==> src/cmd_consts.svh <==
/*
  Constants for the command pointer decoder: field positions, encodings,
  reset values and the pointer step.
  Assumes it is included by its bare name from the package and the modules.
*/
`ifndef CMD_CONSTS_SVH
`define CMD_CONSTS_SVH

`define CMD_SELECT_BIT 7
`define CMD_TYPE_HI 6
`define CMD_TYPE_LO 5
`define CMD_ADDR_HI 4
`define CMD_ADDR_LO 0
`define CMD_TYPE_REPEAT 2'h0
`define CMD_TYPE_AUTOINC 2'h1
`define CMD_TYPE_RESERVED 2'h2
`define CMD_TYPE_SPECIAL 2'h3
`define CMD_SF_CLEAR_INT 5'h06
`define CMD_ADDR_RESET 5'h00
`define CMD_ADDR_STEP 5'h01

`endif

==> src/cmd_pkg.sv <==
/*
  Types shared by the command pointer decoder.
  Assumes cmd_consts.svh is on the include path.
*/
`include "cmd_consts.svh"

package cmd_pkg;

  typedef enum logic [1:0] {
    XFER_REPEAT = `CMD_TYPE_REPEAT,
    XFER_AUTOINC = `CMD_TYPE_AUTOINC,
    XFER_RESERVED = `CMD_TYPE_RESERVED,
    XFER_SPECIAL = `CMD_TYPE_SPECIAL
  } xfer_type_t;

  typedef enum logic [2:0] {
    ST_IDLE = 3'b001,
    ST_ADDRESSED = 3'b010,
    ST_SPECIAL = 3'b100
  } cmd_state_t;

endpackage : cmd_pkg

==> src/cmd_field_split.sv <==
/*
  Splits a command byte into its select bit, transaction type and
  low address or special-function field.
  Assumes the byte is stable while it is decoded; purely combinational.
*/
`timescale 1ns/1ps
`include "cmd_consts.svh"

module cmd_field_split
  import cmd_pkg::*;
(
  input wire logic [7:0] byte_in, // Raw byte from the serial front end
  output logic is_cmd, // Byte carries the command select bit
  output xfer_type_t xfer_type, // Transaction type field
  output logic [4:0] low_field // Address or special-function code
);

  always_comb begin
    is_cmd = byte_in[`CMD_SELECT_BIT];
    xfer_type = xfer_type_t'(byte_in[`CMD_TYPE_HI:`CMD_TYPE_LO]);
    low_field = byte_in[`CMD_ADDR_HI:`CMD_ADDR_LO];
  end

endmodule : cmd_field_split

==> src/cmd_pointer_decode.sv <==
/*
  Command byte interpreter of the serial register interface. It latches the
  register pointer and the transaction type from each repeated-byte or auto-increment command byte, steps
  the pointer on data bytes in auto-increment mode, holds it in repeated-byte
  mode, and turns the clear-interrupt special function into a one-cycle
  pulse for the interrupt logic.
  Assumes a serial front end on the same clock that flags the first written
  byte of each transfer as a command candidate and pulses data_access once
  per data byte; the register file reads reg_addr_q directly, and the
  interrupt logic clears its pending flag on int_clear_q. The interrupt flag
  itself, the register map and the bus framing live outside this block.
*/
// Functional notes
// - Auto-increment advances pointer after each data byte
// - Repeated-byte mode keeps pointer fixed
// - Special type treats low field as function
// - Repeated-byte and auto-increment types: low field selects target register
// - Clear-interrupt code clears channel interrupt
// - Type zero selects repeated-byte protocol
// - Clear-interrupt is a pulse, self-clearing
`timescale 1ns/1ps
`include "cmd_consts.svh"

module cmd_pointer_decode
  import cmd_pkg::*;
(
  input wire logic clk, // 40 MHz clock
  input wire logic rst, // Asynchronous reset, active high
  input wire logic ce, // Clock enable; low freezes all state
  input wire logic cmd_wr, // Pulse: first written byte of a transfer
  input wire logic [7:0] cmd_byte, // Byte that goes with cmd_wr
  input wire logic data_access, // Pulse: one data byte read or written
  output logic [4:0] reg_addr_q, // Register that the current data byte targets
  output logic autoinc_q, // Pointer steps after each data byte
  output logic cmd_valid_q, // A register pointer has been loaded
  output logic int_clear_q // One-cycle pulse: clear channel interrupt
);

  // Fields of the byte that came with cmd_wr
  logic is_cmd;
  xfer_type_t xfer_type;
  logic [4:0] low_field;

  // Strobes decoded in the current cycle
  logic load_ptr;
  logic load_special;
  logic fire_clear;
  logic step_ptr;

  // Registered state and its next values
  cmd_state_t state_q;
  cmd_state_t state_d;
  logic [4:0] reg_addr_d;
  logic autoinc_d;
  logic cmd_valid_d;
  logic int_clear_d;

  // Pure field slicing, no state
  cmd_field_split u_split (
    .byte_in(cmd_byte),
    .is_cmd(is_cmd),
    .xfer_type(xfer_type),
    .low_field(low_field)
  );

  // Wraps within the five-bit field: a block access past the top
  // register rolls over to register zero.
  function automatic logic [4:0] next_addr(
    input logic [4:0] addr,
    input logic inc
  );
    if (inc) begin
      next_addr = addr + `CMD_ADDR_STEP;
    end else begin
      next_addr = addr;
    end
  endfunction : next_addr

  function automatic logic is_clear_code(input logic [4:0] code);
    is_clear_code = (code == `CMD_SF_CLEAR_INT);
  endfunction : is_clear_code

  // A byte without the select bit is data, not a command. The reserved
  // type raises no strobe, so a stray one cannot corrupt the pointer.
  always_comb begin
    load_ptr = 1'b0;
    load_special = 1'b0;
    if (cmd_wr && is_cmd) begin
      case (xfer_type)
        XFER_REPEAT: begin
          load_ptr = 1'b1;
        end
        XFER_AUTOINC: begin
          load_ptr = 1'b1;
        end
        XFER_SPECIAL: begin
          load_special = 1'b1;
        end
        default: begin
          // Reserved type: no strobe at all
          load_ptr = 1'b0;
        end
      endcase
    end
  end

  // Reserved special codes fall through to nothing
  assign fire_clear = load_special && is_clear_code(low_field);

  // A data byte that shares its cycle with a command is dropped: the
  // command decides what the next data byte targets.
  assign step_ptr = data_access && !load_ptr && !load_special && (state_q != ST_IDLE);

  // ST_SPECIAL lasts one cycle after a special command; the machine then
  // returns to ST_ADDRESSED if a pointer was ever loaded, else to ST_IDLE.
  always_comb begin
    state_d = state_q;
    case (state_q)
      ST_IDLE: begin
        if (load_ptr) begin
          state_d = ST_ADDRESSED;
        end else if (load_special) begin
          state_d = ST_SPECIAL;
        end
      end
      ST_ADDRESSED: begin
        if (load_special) begin
          state_d = ST_SPECIAL;
        end
      end
      ST_SPECIAL: begin
        // Special function acts once; pointer loaded earlier stays usable
        if (load_ptr) begin
          state_d = ST_ADDRESSED;
        end else if (!load_special) begin
          state_d = cmd_valid_q ? ST_ADDRESSED : ST_IDLE;
        end
      end
      default: begin
        state_d = ST_IDLE;
      end
    endcase
  end

  // The state only gates pointer stepping; the outputs carry the rest
  always_ff @(posedge clk or posedge rst) begin
    if (rst) begin
      state_q <= ST_IDLE;
    end else if (ce) begin
      state_q <= state_d;
    end
  end

  // Pointer keeps its value across transfers until a new command byte
  always_comb begin
    reg_addr_d = reg_addr_q;
    if (load_ptr) begin
      reg_addr_d = low_field;
    end else if (step_ptr) begin
      reg_addr_d = next_addr(reg_addr_q, autoinc_q);
    end
  end

  always_ff @(posedge clk or posedge rst) begin
    if (rst) begin
      reg_addr_q <= `CMD_ADDR_RESET;
    end else if (ce) begin
      reg_addr_q <= reg_addr_d;
    end
  end

  // Repeated-byte mode is type zero; only the auto-increment type steps
  always_comb begin
    autoinc_d = autoinc_q;
    if (load_ptr) begin
      autoinc_d = (xfer_type == XFER_AUTOINC);
    end
  end

  always_ff @(posedge clk or posedge rst) begin
    if (rst) begin
      autoinc_q <= 1'b0;
    end else if (ce) begin
      autoinc_q <= autoinc_d;
    end
  end

  // Once set, only reset takes the valid flag down again
  always_comb begin
    cmd_valid_d = cmd_valid_q;
    if (load_ptr) begin
      cmd_valid_d = 1'b1;
    end
  end

  always_ff @(posedge clk or posedge rst) begin
    if (rst) begin
      cmd_valid_q <= 1'b0;
    end else if (ce) begin
      cmd_valid_q <= cmd_valid_d;
    end
  end

  // Pulse only; no sticky bit remains after the clear has acted
  always_comb begin
    int_clear_d = fire_clear;
  end

  // Held while ce is low, like every other register
  always_ff @(posedge clk or posedge rst) begin
    if (rst) begin
      int_clear_q <= 1'b0;
    end else if (ce) begin
      int_clear_q <= int_clear_d;
    end
  end

endmodule : cmd_pointer_decode

==> config.mk <==
export PLATFORM = sky130hd
export DESIGN_NAME = cmd_pointer_decode
export DESIGN_NICKNAME = d
export VERILOG_FILES = /design/src/cmd_pkg.sv /design/src/cmd_field_split.sv /design/src/cmd_pointer_decode.sv
export VERILOG_INCLUDE_DIRS = /design/src
export SDC_FILE = /design/constraint.sdc
export NUM_CORES = 1
export LEC_CHECK = 0
export BUFFER_PORTS_ARGS = -buffer_cell sky130_fd_sc_hd__buf_4
export CORE_MARGIN = 2
export CORE_UTILIZATION = 40
export DETAILED_ROUTE_END_ITERATION = 6
export GPL_ROUTABILITY_DRIVEN = 0
export PLACE_DENSITY_LB_ADDON = 0.1
export SKIP_CTS_REPAIR_TIMING = 1
export SLEW_MARGIN = 20
export SYNTH_ARGS = -nofsm -noshare
export SYNTH_HDL_FRONTEND = slang
export SYNTH_SLANG_ARGS = --single-unit
==> constraint.sdc <==
create_clock -name clk -period 2.2 [get_ports clk]
set_input_delay 0.33 -clock clk [delete_from_list [all_inputs] [get_ports clk]]
set_output_delay 0.33 -clock clk [all_outputs]
set_load 0.02 [all_outputs]
# --- Word level (Yosys, flattened, before mapping) ---
# Index checks and enable logic that the tools add are counted.
totals:
  ff_bits: 11
  latchBits: 0
  ram_bits: 0
  romBits: 0
  input_bits: 13
  output_inout_bits: 8
  word_cells: 41
  mem_count: 0
op_classes:
  n_addsub: 1
  mul: 0
  div: 0
  order_cmp: 0
  n_eq_ne: 8
  shift: 0
  n_mux: 13
  n_bitwise: 0
  reduce_logical: 14
ops:
  columns: ["cell", "count"]
  rows:
  - ["2-to-1 mux 5 bit", 3]
  - ["2-to-1 mux 3 bit", 4]
  - ["case mux 3 bit (3 select lines)", 1]
  - ["adder 5 x 1 -> 5 bit, second input constant", 1]
  - ["== test 5 x 3 -> 1 bit, second input constant", 1]
  - ["logical AND 1 bit", 5]
  - ["2-to-1 mux 1 bit", 4]
  - ["AND reduction 2 bit", 2]
  - ["nonzero test 2 bit", 2]
  - ["== test 3 x 1 -> 1 bit, second input constant", 1]
  - ["== test 3 x 2 -> 1 bit, second input constant", 1]
  - ["== test 3 bit, second input constant", 1]
  - ["!= test 3 x 1 -> 1 bit, second input constant", 1]
  - ["!= test 3 bit, second input constant", 1]
  - ["AND reduction 3 bit", 1]
  - ["== test 2 x 1 -> 1 bit, second input constant", 1]
  - ["== test 2 bit, second input constant", 1]
  - ["zero test 1 bit", 2]
  - ["zero test 2 bit", 1]
  - ["2-to-1 mux 2 bit", 1]
  - ["OR reduction 2 bit", 1]

# --- Logic depth before layout (Yosys ltp) ---
depth:
  ltp_word: 10
  depth_mapped: 5
  depth_no_buf: 4

# --- Hierarchy ---
# Synthesis repeated with hierarchy kept, for this count alone.
hier_totals:
  cells_unflattened: 86
  area_unflattened_um2: 758.2
modules_own_cells:
  columns: ["mod", "instances", "cells_per_inst", "area_each_um2"]
  rows:
  - ["cmd_pointer_decode", 1, 78, 698.2]
  - ["cmd_field_split", 1, 8, 60.1]

# --- Least setup slack after synthesis ---
# No wires, ideal clock.
synth_timing:
  path_kind: "reg2reg"
  from: "register state_q[0]"
  to: "register reg_addr_q[0]"
  arrival_time_ns: 1.542
  required_time_ns: 2.079
  setup_slack_ns: 0.537
  path_stages_with_launch: 6
  n_path_buf: 1
  period_less_slack_ns: 1.663
  path_cell_list: "dfstp_2 or3b_1 and3_1 buf_6 o21a_1 o22a_1"
synth_between:
  elab_chain_len: 4
synth_lines:
  columns: ["element", "line", "text"]
  rows:
  - ["from (decl)", "cmd_pointer_decode.sv:51", "cmd_state_t state_q;"]
  - ["from (signal assigned)", "cmd_pointer_decode.sv:150", "state_q <= state_d;"]
  - ["!= test 3 x 1 -> 1 bit", "cmd_pointer_decode.sv:112", "assign step_ptr = data_access && !load_ptr && !load_special && (state_q != ST_IDLE);"]
  - ["logical AND 1 bit", "cmd_pointer_decode.sv:112", null]
  - ["nonzero test 2 bit (no source line)", null, null]
  - ["AND reduction 3 bit (no source line)", null, null]
  - ["to (signal assigned)", "cmd_pointer_decode.sv:166", "reg_addr_q <= `CMD_ADDR_RESET;"]
  - ["to (signal assigned)", "cmd_pointer_decode.sv:168", "reg_addr_q <= reg_addr_d;"]
  - ["to (decl)", "cmd_pointer_decode.sv:33", "output logic [4:0] reg_addr_q,"]
# No other way between the ends.
# A chain may end at the register's enable or synchronous reset.

# --- Final worst setup path ---
# Ends and elaborated chain as after synthesis.

==> flow_summary.json <==
{
  "p_switching_w": 0.000227,
  "htreeDepth": 1,
  "fp.dieW_um": 45.8,
  "die_area_um2": 2100,
  "grt_pass1_vias": 630,
  "status": "finished clean",
  "arrival_ns": 1.90,
  "synthAdderAreaFrac_pct": 1.79,
  "worst_pin_slew_ns": 0.442,
  "post-route-period-util_pct": 79.0,
  "cts_tree": "yes",
  "post_dp_cell_area_um2": 858,
  "chipHeight_um": 45.8,
  "grt_use_total_pct": 18.8,
  "ir_drop_mv": 0.458,
  "ant_nets": 0,
  "worstSetupStartpointType": "flop",
  "combPwrFrac_pct": 32.5,
  "cp-end-kind": "flop",
  "clk_latency_ns": 0.27,
  "layoutNonFillerInstCount": 117,
  "num_vias": 685,
  "max-clock-path-buffers": 2,
  "clock.fmax_mhz": 576,
  "initial_core_util_pct": 41.3,
  "fin_crit_ns": 1.74,
  "ios": 21,
  "ys_warn_count": 0,
  "dpl.hpwl_mm": 1.26,
  "drt_iter0_drc": 23,
  "cts-root-buf": "clkbuf_4",
  "clkTransAtPathRegs_ns": 0.08,
  "netlist_instances": 78,
  "design_area_um2": 886,
  "synth.area.mux_share_pct": 1.61,
  "wl_per_cell_um": 14.6,
  "synth_cell_types": 37,
  "std_cell_rows": 15,
  "finalHoldViolCount": 0,
  "antenna_found_initial": 0,
  "grt_max_degree": 14,
  "portBuffers": 20,
  "postSynthAreaPerCell_um2": 8.95,
  "synth_area_um2": 698,
  "syn-num-nets": 92,
  "wirelength_mm": 1.71,
  "p_clk_share_pct": 22.9,
  "final_common_cell": "buf_4",
  "place_inst": 113,
  "synth_compound_area_share_pct": 24.7,
  "required_ns": 2.36,
  "coreArea_um2": 1690,
  "dr.pass1.iters": 4,
  "hold_class": "input pin to asynchronous set/reset pin",
  "grt_first_pass_wirelength_mm": 2.84,
  "slew_headroom_pct": 70.5,
  "pwr-share-seq_pct": 44.6,
  "cap_violations": 0,
  "cts_inserted_buffers": 3,
  "cts.sinks": 11,
  "p_leak_nw": 0.391,
  "drc_errors": 0,
  "rsz0062_at_grt": "false",
  "maxSlewViolCount": 0,
  "area_growth_pct": 26.9,
  "internal_power_w": 0.000405,
  "num_antenna_cells": 0,
  "skew_ns": 0.00248,
  "ys_seq_area_share_pct": 39.6,
  "path_class": "flop to flop",
  "layout-drive-gt1-share_pct": 28.0,
  "crit_path_max_fanout": 8,
  "setup_violations": 0,
  "ys_ff_latch": 11,
  "synth-simple-area-share_pct": 28.0,
  "p_per_area_nw_per_um2": 713,
  "viasPerCell": 5.85,
  "finalSetupTns_ns": 0,
  "layout_common_cells": "buf_4, dfrtp_1, nand2_1, nor2_1, a21oi_1",
  "synth_top_family_by_area": "simple AND/OR/NAND/NOR gates",
  "sw_frac_of_total_pct": 35.9,
  "synth-xor-area-share_pct": 0,
  "nNetsFinal": 115,
  "overflow": 0
}
-- per-stage QoR --
step	hold WS, ns	total power (W)	util [%]	setup WS [ns]
after floorplan	0.182	0.000411	-	0.537
after global placement	0.368	0.000488	50.8	0.520
after detailed placement	0.366	0.000490	50.8	0.487
after CTS	0.0657	0.000635	52.4	0.469
after global routing	0.0855	0.000677	52.4	0.427
final	0.0546	0.000632	52.4	0.462
-- flip-flops by register name, indices dropped and copies added (netlist names) --
name and flops:
cmd_valid_q 1, int_clear_q 1, state_q 3, autoinc_q 1, reg_addr_q 5
-- power by group through the flow --
stage	Sequential [W]	Clock, W	Combinational (W)
floorplan	0.000304	0	0.000107
global placement	0.000283	0	0.000204
detailed placement	0.000285	0	0.000205
CTS	0.000281	0.000147	0.000206
global route	0.000289	0.000159	0.000229
finish	0.000282	0.000145	0.000206
-- layout make-up --
cell class	count	area, um^2
clock buffer	3	22.5
clock inverter	1	5.00
fill	166	803
inverter	3	11.3
multi-input combinational	61	392
sequential	11	277
tap	17	21.3
timing repair buffer	21	158
-- cells in the mapped netlist, drive strengths merged --
library cell / number / area, um^2
o221ai: 2 / 17.5
nor3: 3 / 15.0
nand4: 2 / 12.5
and2: 2 / 12.5
o32a: 1 / 10.0
o21a: 1 / 7.51
and3b: 1 / 8.76
o22a: 1 / 8.76
o211ai: 2 / 15.0
a211oi: 1 / 7.51
nand3: 2 / 10.0
inv: 2 / 7.51
a31o: 1 / 8.76
clkinv: 1 / 3.75
o22ai: 2 / 12.5
nor3b: 1 / 7.51
nand2: 7 / 26.3
or3b: 1 / 8.76
or3: 3 / 18.8
dfrtp: 10 / 250
o2111ai: 2 / 17.5
mux2: 1 / 11.3
nand2b: 1 / 6.26
buf: 1 / 11.3
ha: 1 / 12.5
nor2: 6 / 22.5
o21ai: 1 / 5.00
nand3b: 2 / 15.0
o41ai: 2 / 17.5
clkbuf: 2 / 7.51
dfstp: 1 / 26.3
and3: 3 / 18.8
a41o: 1 / 10.0
nor2b: 2 / 12.5
a21oi: 4 / 20.0
a32oi: 1 / 8.76
a31oi: 1 / 6.26
-- final timing paths --
kind	from	to	slack (ns)	cells after the start
setup / recovery	state_q[0]$_DFFE_PP1P_	reg_addr_q[0]$_DFFE_PP0P_	0.46	4
hold / removal	rst	reg_addr_q[2]$_DFFE_PP0P_	0.05	2
setup reg to reg	state_q[0]$_DFFE_PP1P_	reg_addr_q[0]$_DFFE_PP0P_	0.46	4
hold reg to reg	int_clear_q$_DFFE_PP0P_	int_clear_q$_DFFE_PP0P_	0.50	2
max in group asynchronous	rst	state_q[0]$_DFFE_PP1P_	1.81	2
min in group clk	cmd_byte[3]	int_clear_q$_DFFE_PP0P_	0.25	2
-- critical path: stages, from the launching register on --
cell,delay (ns)
dfstp_2,0.59
or3b_1,0.38
and3_1,0.27
o21a_1,0.20
o22a_1,0.19
-- kinds of logic after synthesis --
kind of cell    Yosys count
mux                       1
simple gates             36
fa+ha+maj                 1
compound gates           23
flops                    11
buf+inv                   6
-- metal layers --
layer,vias to the layer above,track usage [%],wire length [um],part of all wire (%)
met3,2,3.57,83,4.8
met5,-,0,0,0
li1,349,-,-,-
met4,0,6.86,12,0.70
met1,314,28.3,869,51
met2,20,26.5,748,44
(Power assumes the default switching activity.)
